===== src/dacsc_pkg.sv =====
`default_nettype none
package dacsc_pkg;

    // ****************************************
    // frame layout
    // ****************************************
    localparam int FRAME_BITS  = 16;
    localparam int DATA_BITS   = 12;
    localparam int CTRL_MSB    = 15;
    localparam int CTRL_LSB    = 13;
    localparam int DATA_MSB    = 12;
    localparam int DATA_LSB    = 1;

    // ****************************************
    // command codes
    // ****************************************
    localparam logic [2:0] CMD_NOP      = 3'h0;
    localparam logic [2:0] CMD_LOAD_IN  = 3'h1;
    localparam logic [2:0] CMD_LOAD_ALL = 3'h2;
    localparam logic [2:0] CMD_UPDATE   = 3'h3;
    localparam logic [2:0] CMD_UOUT_LOW  = 3'h4;
    localparam logic [2:0] CMD_SHUTDOWN  = 3'h5;
    localparam logic [2:0] CMD_UOUT_HIGH = 3'h6;
    localparam logic [2:0] CMD_MODE     = 3'h7;

    // ****************************************
    // reset values
    // ****************************************
    localparam logic [11:0] CODE_ZERO     = 12'h000;
    localparam logic [11:0] CODE_MIDSCALE = 12'h800;
    localparam logic [15:0] SHIFT_RESET   = 16'h0000;
    // idle level of each synced pin: cs_n, sclk, din, clear_n, select, lockout, powerdown
    localparam logic [6:0]  PIN_IDLE      = 7'h4a;
    // settle wait after wake, external reference, in mclk cycles
    localparam int          WAKE_SETTLE_CYCLES = 400;

    // ****************************************
    // grouped pins
    // ****************************************
    typedef struct packed {
        logic cs_n;
        logic sclk;
        logic din;
    } dacsc_link_t;

    typedef struct packed {
        logic [11:0] code;
        logic        shutdown;
        logic        user_output_pin;
        logic        dout_mode1;
    } dacsc_state_t;

endpackage
`default_nettype wire


===== src/dacsc_core.sv =====
// Functional notes
// - frame is 16 bits, control, data, sub-bit
// - 16-bit shift register, shifted out on dout
// - sample din on sclk rise while selected
// - accept data only while chip select low
// - decode command on chip select rise
// - code 001 loads input register only
// - code 010 loads both, exits shutdown
// - code 011 copies input to dac, wakes
// - code 101 shuts down if lockout high
// - codes 100/110 drive user output low/high
// - code 111, data msb one: mode 1
// - code 111, top bits zero: mode 0
// - shutdown tristates output, link stays alive
// - shutdown keeps input register contents
// - lockout low refuses any shutdown
// - lockout falling edge wakes from shutdown
// - powerdown pin high enters, low stays
// - clear resets dac, ends shutdown
// - reset value midscale or zero by pin
// - dout lag 16 or 15.5 clocks
`timescale 1ns/1ns
`default_nettype none
module dacsc_core
    import dacsc_pkg::*;
(
    // clock and reset
    input  wire logic        mclk,
    input  wire logic        reset,
    // serial link pins
    input  wire logic        cs_n,
    input  wire logic        sclk,
    input  wire logic        din,
    output var  logic        dout,
    // control pins
    input  wire logic        clear_n,
    input  wire logic        reset_value_select,
    input  wire logic        shutdown_lockout_n,
    input  wire logic        powerdown_pin,
    // status outputs
    output var  logic        user_output_pin,
    output var  logic [11:0] dac_code,
    output var  logic [11:0] input_code,
    output var  logic        dac_output_enable,
    output var  logic        shutdown,
    output var  logic        dout_mode1
);

    // ****************************************
    // pin synchronisers
    // ****************************************
    localparam int NPIN = 7;
    logic [NPIN-1:0] pin_raw;
    logic [NPIN-1:0] sync1_q;
    logic [NPIN-1:0] sync2_q;
    logic [NPIN-1:0] prev_q;

    assign pin_raw = {cs_n, sclk, din, clear_n, reset_value_select, shutdown_lockout_n, powerdown_pin};

    genvar gi;
    generate
        for (gi = 0; gi < NPIN; gi++) begin : g_sync
            always_ff @(posedge mclk or posedge reset) begin
                if (reset) begin
                    sync1_q[gi] <= PIN_IDLE[gi];
                    sync2_q[gi] <= PIN_IDLE[gi];
                    prev_q[gi]  <= PIN_IDLE[gi];
                end else begin
                    sync1_q[gi] <= pin_raw[gi];
                    sync2_q[gi] <= sync1_q[gi];
                    prev_q[gi]  <= sync2_q[gi];
                end
            end
        end
    endgenerate

    dacsc_link_t link_s;
    dacsc_link_t link_p;
    logic        clear_n_s;
    logic        rsel_s;
    logic        lock_n_s;
    logic        lock_n_p;
    logic        powerdown_s;

    assign link_s      = sync2_q[6:4];
    assign link_p      = prev_q[6:4];
    assign clear_n_s   = sync2_q[3];
    assign rsel_s      = sync2_q[2];
    assign lock_n_s    = sync2_q[1];
    assign lock_n_p    = prev_q[1];
    assign powerdown_s = sync2_q[0];

    // ****************************************
    // edge decode
    // ****************************************
    wire sclk_rise = link_s.sclk & ~link_p.sclk;
    wire sclk_fall = ~link_s.sclk & link_p.sclk;
    wire selected  = ~link_s.cs_n;
    wire cs_rise   = link_s.cs_n & ~link_p.cs_n;
    wire lock_fall = ~lock_n_s & lock_n_p;
    wire shift_en  = selected & sclk_rise;

    // ****************************************
    // shift register
    // ****************************************
    logic [15:0] shift_q;
    logic [15:0] shift_d;
    assign shift_d = {shift_q[14:0], link_s.din};

    always_ff @(posedge mclk or posedge reset) begin
        if (reset) begin
            shift_q <= SHIFT_RESET;
        end else if (shift_en) begin
            shift_q <= shift_d;
        end
    end

    // ****************************************
    // command decode
    // ****************************************
    wire [2:0]  cmd      = shift_q[CTRL_MSB:CTRL_LSB];
    wire [11:0] data     = shift_q[DATA_MSB:DATA_LSB];
    wire        do_cmd   = cs_rise;
    wire        c_ldin   = do_cmd & ((cmd == CMD_LOAD_IN) | (cmd == CMD_LOAD_ALL));
    wire        c_ldall  = do_cmd & (cmd == CMD_LOAD_ALL);
    wire        c_upd    = do_cmd & (cmd == CMD_UPDATE);
    wire        c_sd     = do_cmd & (cmd == CMD_SHUTDOWN) & lock_n_s;
    wire        c_uout_lo = do_cmd & (cmd == CMD_UOUT_LOW);
    wire        c_uout_hi = do_cmd & (cmd == CMD_UOUT_HIGH);
    wire        c_m1     = do_cmd & (cmd == CMD_MODE) & data[11];
    wire        c_m0     = do_cmd & (cmd == CMD_MODE) & (data[11:10] == 2'h0);
    wire        clearing = ~clear_n_s;
    wire [11:0] rst_code = rsel_s ? CODE_MIDSCALE : CODE_ZERO;
    wire        wake     = c_ldall | c_upd | clearing | lock_fall;
    wire        sd_enter = (c_sd | powerdown_s) & lock_n_s;

    // ****************************************
    // registers and state
    // ****************************************
    logic [11:0] in_q;
    logic [11:0] in_d;
    logic [11:0] dac_q;
    logic [11:0] dac_d;
    logic        sd_q;
    logic        sd_d;
    logic        uout_q;
    logic        uout_d;
    logic        mode1_q;
    logic        mode1_d;
    logic        dout_q;
    logic        dout_d;

    // input register untouched by shutdown
    assign in_d    = clearing ? rst_code : (c_ldin ? data : in_q);
    assign dac_d   = clearing ? rst_code : c_ldall ? data : c_upd ? in_q : dac_q;
    // entering wins over pin-held level only when no wake source this cycle
    assign sd_d    = wake ? 1'b0 : (sd_enter ? 1'b1 : sd_q);
    assign uout_d  = clearing ? 1'b0 : c_uout_hi ? 1'b1 : c_uout_lo ? 1'b0 : uout_q;
    assign mode1_d = c_m1 ? 1'b1 : c_m0 ? 1'b0 : mode1_q;
    // mode 0 moves dout on falls, mode 1 on rises
    assign dout_d  = (mode1_q ? sclk_rise : sclk_fall) & selected ? shift_q[15] : dout_q;

    always_ff @(posedge mclk or posedge reset) begin
        if (reset) begin
            in_q    <= CODE_ZERO;
            dac_q   <= CODE_ZERO;
            sd_q    <= 1'b0;
            uout_q  <= 1'b0;
            mode1_q <= 1'b0;
            dout_q  <= 1'b0;
        end else begin
            in_q    <= in_d;
            dac_q   <= dac_d;
            sd_q    <= sd_d;
            uout_q  <= uout_d;
            mode1_q <= mode1_d;
            dout_q  <= dout_d;
        end
    end

    // strap caught once after reset release
    logic strap_done_q;
    always_ff @(posedge mclk or posedge reset) begin
        if (reset) begin
            strap_done_q <= 1'b0;
        end else begin
            strap_done_q <= 1'b1;
        end
    end

    // ****************************************
    // outputs
    // ****************************************
    logic [11:0] dac_out_q;
    logic [11:0] in_out_q;
    logic        oe_q;
    always_ff @(posedge mclk or posedge reset) begin
        if (reset) begin
            dac_out_q <= CODE_ZERO;
            in_out_q  <= CODE_ZERO;
            oe_q      <= 1'b0;
        end else begin
            dac_out_q <= strap_done_q ? dac_d : rst_code;
            in_out_q  <= strap_done_q ? in_d : rst_code;
            oe_q      <= ~sd_d;
        end
    end

    assign dout              = dout_q;
    assign user_output_pin   = uout_q;
    assign dac_code          = dac_out_q;
    assign input_code        = in_out_q;
    assign dac_output_enable = oe_q;
    assign shutdown          = sd_q;
    assign dout_mode1        = mode1_q;
endmodule
`default_nettype wire


===== config.mk =====
export PLATFORM = sky130hd
export DESIGN_NAME = dacsc_core
export DESIGN_NICKNAME = d
export VERILOG_FILES = /design/src/dacsc_pkg.sv /design/src/dacsc_core.sv
export SDC_FILE = /design/constraint.sdc
export NUM_CORES = 1
export LEC_CHECK = 0
export ABC_AREA = 1
export BUFFER_PORTS_ARGS = -buffer_cell sky130_fd_sc_hd__buf_2
export CORE_ASPECT_RATIO = 0.5
export CORE_UTILIZATION = 30
export CTS_CLUSTER_DIAMETER = 80
export DETAILED_ROUTE_END_ITERATION = 7
export HOLD_SLACK_MARGIN = 0.06
export PLACE_DENSITY = 0.46
export SYNTH_ARGS = -nofsm -noshare
export SYNTH_HDL_FRONTEND = slang
export SYNTH_SLANG_ARGS = --single-unit

===== constraint.sdc =====
create_clock -name mclk -period 8 [get_ports mclk]
set_clock_uncertainty 0.05 [all_clocks]
set_input_delay 0.8 -clock mclk [delete_from_list [all_inputs] [get_ports mclk]]
set_output_delay 0.8 -clock mclk [all_outputs]
set_load 0.005 [all_outputs]

Yosys cells after proc, flatten, opt, wreduce, memory -nomap -nowiden
Index checks and enable logic that the tools add are counted.

Register bits: 87. Input port bits: 9. Output and inout bits: 29. Word-level logic and storage cells: 83.

Equality and inequality tests: 8. Multiplexer cells: 16. Bitwise operators: 29. Reductions and logical operators: 2.

Operators with widths (number): two-way mux 12 bit (8); AND 1 bit (17); == test 3 bit, second input constant (4); two-way mux 1 bit (8); inverter 1 bit (7); == test 3 x 2 -> 1 bit, second input constant (2); OR 1 bit (5); == test 3 x 1 -> 1 bit, second input constant (1); inequality test 3 x 1 -> 1 bit, second input constant (1); zero test 2 bit (1); nonzero test 2 bit (1).

Longest topological paths before layout
Gate-level depths: netlist of run 1.

Depth in word-level cells: 9. Gate-level depth with buffers: 10. Depth with buffers taken out: 10.

Worst setup path before layout of run 1
OpenSTA, ideal clock, no wires.

Kind: register -> register. From: register sync2_q[6], in the netlist link_s[2]. To: register dac_out_q[0], in the netlist dac_code[0]. Setup time: 148 ps. Data arrival time: 1261 ps. Data required time: 7802 ps. Path slack: 6541 ps. Cell stages (with the launch flop): 8. Path buffers: 1. Clock period less this slack: 1459 ps. Cells stage by stage: dfstp_2 inv_1 nor2_2 nand2_2 buf_6 or2_0 nand3_2 a21oi_1.

Cells in the longest elaborated chain, start to end: 6. Elaborated cells between the ends (all ways): 7. Those cells by class: 4 x mux; 3 x bitwise.

Ends and longest elaborated chain: from (decl) (line dacsc_core.sv:55) `logic [NPIN-1:0] sync2_q;`; from (signal, indexed assignment) (line dacsc_core.sv:66) `sync2_q[gi] <= PIN_IDLE[gi];`; from (signal, indexed assignment) (line dacsc_core.sv:70) `sync2_q[gi] <= sync1_q[gi];`; AND 1 bit (*) (line dacsc_core.sv:99) `wire cs_rise = link_s.cs_n & ~link_p.cs_n;`; AND 1 bit (line dacsc_core.sv:126) `wire c_upd = do_cmd & (cmd == CMD_UPDATE);`; two-way mux 12 bit (line dacsc_core.sv:155) `assign dac_d = clearing ? rst_code : c_ldall ? data : c_upd ? in_q : dac_q;`; two-way mux 12 bit (*) (2 in series) (line dacsc_core.sv:155); two-way mux 12 bit (*) (line dacsc_core.sv:203) `dac_out_q <= strap_done_q ? dac_d : rst_code;`; to (signal assigned) (line dacsc_core.sv:203); to (decl) (line dacsc_core.sv:194) `logic [11:0] dac_out_q;`.

Every way passes the cells marked *; elsewhere a longest branch is shown, timed or not. A chain may end at the register's enable or synchronous reset.

Worst setup path in the final report of run 1
From: register sync2_q[3], in the netlist clear_n_s. To: register dac_out_q[2], in the netlist dac_code[2].

Cells in the longest elaborated chain, start to end: 2.

Ends and longest elaborated chain (line): two-way mux 12 bit (dacsc_core.sv:155); two-way mux 12 bit (dacsc_core.sv:203).

No other way between the ends.

==> results of run 1 <==
state kept, by name (all words and copies together) (netlist names), 2 cells and up:
register,count
link_s,3
link_p,2
in_q,12
sync1_q,7
shift_q,16
input_code,12
dac_q,12
dac_code,12
layout make-up:
class | instances | area, µm² | area share
sequential | 87 | 2190 | 0.542
multi-input combinational | 191 | 1020 | 0.252
clock buffer | 13 | 260 | 0.0645
timing repair buffer | 38 | 193 | 0.0477
tap | 145 | 181 | 0.0449
inverter | 35 | 133 | 0.0328
clock inverter | 3 | 65.1 | 0.0161
metal layers:
layer	vias up	GRT usage
met5	-	0
met4	0	0.0434
met3	9	0.0480
met2	37	0.185
met1	1109	0.163
li1	1120	-
cells by family after synthesis:
kind of cell           count (synthesis)  synth area share
buffers and inverters                 49            0.0650
other                                  1           0.00109
AO/OA/AOI/OAI                         35            0.0569
flip-flops                            87             0.638
AND/OR/NAND/NOR                      155             0.239
path summary, 6_finish.rpt:
path	end	slack [ns]	start	cells after the start
worst max-delay path	dac_code[2]	5.74	clear_n_s	4
worst min-delay path	rsel_s	0.30	sync1_q[2]	0
worst max register to register	dac_code[2]	5.74	clear_n_s	4
worst min register to register	rsel_s	0.30	sync1_q[2]	0
max in group asynchronous	input_code[8]	6.44	reset	3
min in group asynchronous	sync1_q[0]	0.73	reset	3
per-stage QoR:
stage          cells  cell area [µm²]  total power [µW]   util
2_1_floorplan    327             3430               614      -
3_3_place_gp     496             3710               647  0.336
3_5_place_dp     496             3710               652  0.336
4_1_cts          512             4040              1110  0.366
5_1_grt          512             4040              1150  0.366
6_report         512             4040              1100  0.366
where the power goes:
part | internal (µW) | switching [µW] | total [µW]
sequential | 489 | 33.0 | 522
clock | 290 | 163 | 453
combinational | 40.9 | 79.9 | 121
total | 820 | 276 | 1100
Yosys cell counts:
cell type / instances / area share
a211oi_1: 1 / 0.0022
a21oi_1: 16 / 0.023
a21oi_2: 4 / 0.010
buf_1: 1 / 0.0011
buf_2: 1 / 0.0015
buf_4: 3 / 0.0066
buf_6: 2 / 0.0066
buf_8: 1 / 0.0044
clkbuf_1: 6 / 0.0066
conb_1: 1 / 0.0011
dfrtp_1: 79 / 0.58
dfstp_2: 8 / 0.061
inv_1: 32 / 0.035
inv_2: 3 / 0.0033
nand2_1: 48 / 0.053
nand2_2: 7 / 0.013
nand3_1: 20 / 0.029
nand3_2: 9 / 0.026
nor2_1: 34 / 0.037
nor2_2: 2 / 0.0036
nor2_4: 2 / 0.0066
nor3_1: 11 / 0.016
nor4_1: 3 / 0.0055
nor4_2: 8 / 0.029
o211ai_1: 1 / 0.0022
o21ai_0: 13 / 0.019
or2_0: 8 / 0.015
or2_2: 3 / 0.0055
==> impl_results.md, run 1 <==
- Postcts setup bufs: 0
- I/O pin count: 38
- Initial DRC count: 105
- Minimum clock period: 2.26 ns
- P_leak: 0.00203 µW
- CTS tree: done
- Most frequent cells in the layout: 79 x dfrtp_1, 48 x nand2_1, 37 x buf_2
- Syn nets: 336
- First-pass GRT wire length: 11.2 mm
- Hold_buf cts: 0
- Die width: 153 µm
- Critical path arrival: 2.45 ns
- All-Layer GR Usage: 0.124
- CP delay by family, top: simple AND/OR/NAND/NOR gates
- Gate Count Post-Synth: 327
- Maximum vdd drop: 0.000120 V
- Commonest non-fill, non-tap cell in the layout: dfrtp_1
- Kind of critical path: reg -> reg
- Pwr dens: 271 nW/µm²
- Nets: 371
- Critical Path Start Type: register
- Clock root buffer: clkbuf_16
- Largest net degree at the start of global routing: 88
- Via count: 2275
- # DRC: 0
- Worst Path Buf+Inv: 1
- Worst min path class: reg -> reg
- Fmax: 443 MHz
- Post-DP HPWL: 4.13 mm
- Post-route ant nets: 0
- Top routing layer in use: met4
- First-pass DRT Iterations: 5
- Num rows: 27
- Die H: 77.6 µm
- Port bufs: 37
- Req. time, crit path: 8.20 ns
- Register bit total from synthesis: 87
- Max cap viols: 0
- Final Hold Fails: 0
- Core area: 11000 µm²
- Worst path slowest cell: dfstp_2
- Max-Slew Margin vs Limit: 0.270
- Vias per cell: 4.44
- Count of pins over their slew limit: 0
- Sequential area share after synthesis: 0.638
- Slew of the pin with the lowest slew margin: 1.10 ns
- Met3 WL: 295 µm
- Routed wire per std cell: 12.8 µm
- Setup TNS: 0 ns
- Cts repair resizes: 0
- Num CTS Buffers: 9
- Synth warn: 0
- Die Area: 11900 µm²
- Fillers: 1103
- Outcome: finished clean
- WHS: 0.297 ns
- Antenna violations before repair: 0
- Clock Path Buffers: 2
- Share of layout cells above drive strength 1: 0.270
- Met1 wire length: 3.34 mm
- Unique masters post-synth: 28
- Cells along the critical path: inv_1, nor2_4, nand3_1, a21oi_1
- RSZ-0062 raised after global routing: false
- Clock transition at path regs: 0.06 ns
- Clk_lat worst skew: 0.34 ns
- Period utilization: 0.282
- Crit path max fanout: 25
- Syn avg cell area: 10.5 µm²
- Final WL: 6.55 mm
- Final GP Congestion: 0.687
- Sink Count: 87
- Initial Util: 0.310
- N_diodes: 0
- Vias in the first global route: 2270
- Worst path max stage delay: 0.70 ns
- Final WS setup: 5.74 ns
- Total grt overflow: 0
- P&R area growth vs syn: 17.8%
- Post-Place Worst Slack: 5.70 ns
- Nature of the critical path endpoint: register
- H-tree levels: 3
- Met2 WL: 2.83 mm
- Final Setup Violations: 0
- Synthesized cell area: 3430 µm²
(Power assumes the default switching activity.)
==> run 2: changes to the inputs <==
- clock period: 8 -> 2.35 ns (I/O delays scaled with it)
==> impl_results.md, run 2 (synthesis gave the netlist of run 1 again) <==
- All-Layer GR Usage: 0.131
- Count of pins over their slew limit: 0
- CTS tree: done
- Max cap viols: 0
- Antenna violations before repair: 0
- Pwr dens: 852 nW/µm²
- Minimum clock period: 1.82 ns
- Crit path launch: link_s[2]
- Final Hold Fails: 0
- Largest register FFs: 16
- Setup TNS: 0 ns
- Vias per cell: 4.44
- Post-route ant nets: 0
- Via count: 2324
- Final WL: 6.87 mm
- Largest net degree at the start of global routing: 88
- FF-to-FF path depth: 6
- Routed wire per std cell: 13.1 µm
- P_leak: 0.00206 µW
- First-pass DRT Iterations: 4
- Sink Count: 87
- Num rows: 27
- Clock transition at path regs: 0.06 ns
- Largest Register: shift_q
- Final Setup Violations: 0
- Initial DRC count: 114
- Die width: 153 µm
- Worst Path Buf+Inv: 1
- Die H: 77.6 µm
- Stages on the worst setup path: 6
- RSZ-0062 raised after global routing: false
- Reg-to-reg slack, setup: 0.53 ns
- Critical path arrival: 1.98 ns
- N_diodes: 0
- Fillers: 1098
- Clock root buffer: clkbuf_16
- Port bufs: 37
- Most frequent cells in the layout: 79 x dfrtp_1, 48 x nand2_1, 37 x buf_2
- Cells along the critical path: inv_1, nor2_2, nand2_2, or2_2, nand3_1, a21oi_1
- Worst path max stage delay: 0.54 ns
- CP delay by family, top: simple AND/OR/NAND/NOR gates
- FF-to-FF End: dac_code[2]
- Critical Path Start Type: register
- Req. time, crit path: 2.51 ns
- P&R area growth vs syn: 19.7%
- Crit path max fanout: 23
- Vias in the first global route: 2344
- Initial Util: 0.310
- Total grt overflow: 0
- Nature of the critical path endpoint: register
- Cts repair resizes: 0
- Outcome: finished clean
- Kind of critical path: reg -> reg
- Final GP Congestion: 0.734
- Worst path slowest cell: dfstp_2
- H-tree levels: 3
- Total power: 3490 µW
- Fmax: 549 MHz
- Nets: 384
- Worst min path class: reg -> reg
- Share of layout cells above drive strength 1: 0.266
- Clock Path Buffers: 2
- Core area: 11000 µm²
- Maximum vdd drop: 0.000380 V
- Clk_lat worst skew: 0.34 ns
- I/O pin count: 38
- Num CTS Buffers: 9
- # DRC: 0
- Worst setup endpoint: dac_code[2]
- Die Area: 11900 µm²
- Reg2reg start: link_s[2]
- Commonest non-fill, non-tap cell in the layout: dfrtp_1
- Period utilization: 0.775
- Post-DP HPWL: 4.29 mm
- First-pass GRT wire length: 11.7 mm
==> run 2: cell types whose count changed in the layout (fill, tap and decap cells not counted) <==
cell,change
dlygate4sd3_1,+8
buf_12,+1
buf_4,+4
clkbuf_8,-1
clkinv_2,-1
bufinv_16,-2
clkbuf_1,+2
clkinvlp_4,+1
==> run 2: worst min path at each step <==
stage | cells after the start | from | endpoint
2_1_floorplan | 0 | shutdown_lockout_n | sync1_q[1]
3_3_place_gp | 0 | sync1_q[5] | link_s[1]
3_5_place_dp | 0 | sync1_q[2] | rsel_s
4_1_cts | 0 | sync1_q[2] | rsel_s
5_1_grt | 0 | sync1_q[2] | rsel_s
6_report | 0 | sync1_q[2] | rsel_s
==> run 2: per-stage QoR <==
step	hold slack, ns	utilization	std cells	worst slack [ns]	cell area, µm²
3_5_place_dp	0.288	0.341	501	0.524	3760
3_3_place_gp	0.282	0.341	501	0.576	3760
2_1_floorplan	0.189	-	327	0.891	3430
5_1_grt	0.307	0.372	524	0.364	4100
4_1_cts	0.301	0.372	524	0.518	4100
6_report	0.298	0.372	524	0.529	4100
==> run 2: layout make-up <==
cell class,count,area (µm²),share of cell area
clock buffers,14,254,0.0619
clock inverters,1,5.00,0.00122
inverters,35,135,0.0329
multi-input cells,191,1020,0.248
flip-flops and latches,87,2190,0.533
well taps,145,181,0.0442
repair buffers,51,323,0.0787
==> run 2: routing by layer <==
| layer | vias to the layer above | global-route usage | share of wire | wire, µm |
|---|---|---|---|---|
| met5 | - | 0 | 0 | 0 |
| met4 | 0 | 0.0545 | 0.011 | 73 |
| met3 | 5 | 0.0469 | 0.042 | 288 |
| met2 | 34 | 0.190 | 0.44 | 3010 |
| met1 | 1148 | 0.175 | 0.51 | 3500 |
| li1 | 1137 | - | - | - |
==> run 2: power breakdown <==
part	internal [µW]	leakage, µW	switching [µW]
logic	157	0.000820	283
clock network	739	0.000127	545
registers	1660	0.00111	107
total	2560	0.00206	935
==> run 2: timing repair <==
item                       4_1_cts  5_1_grt
setup endpoints to repair        0        0
hold endpoints to repair        86        0
buffers inserted                 0        0
hold buffers                     8        0
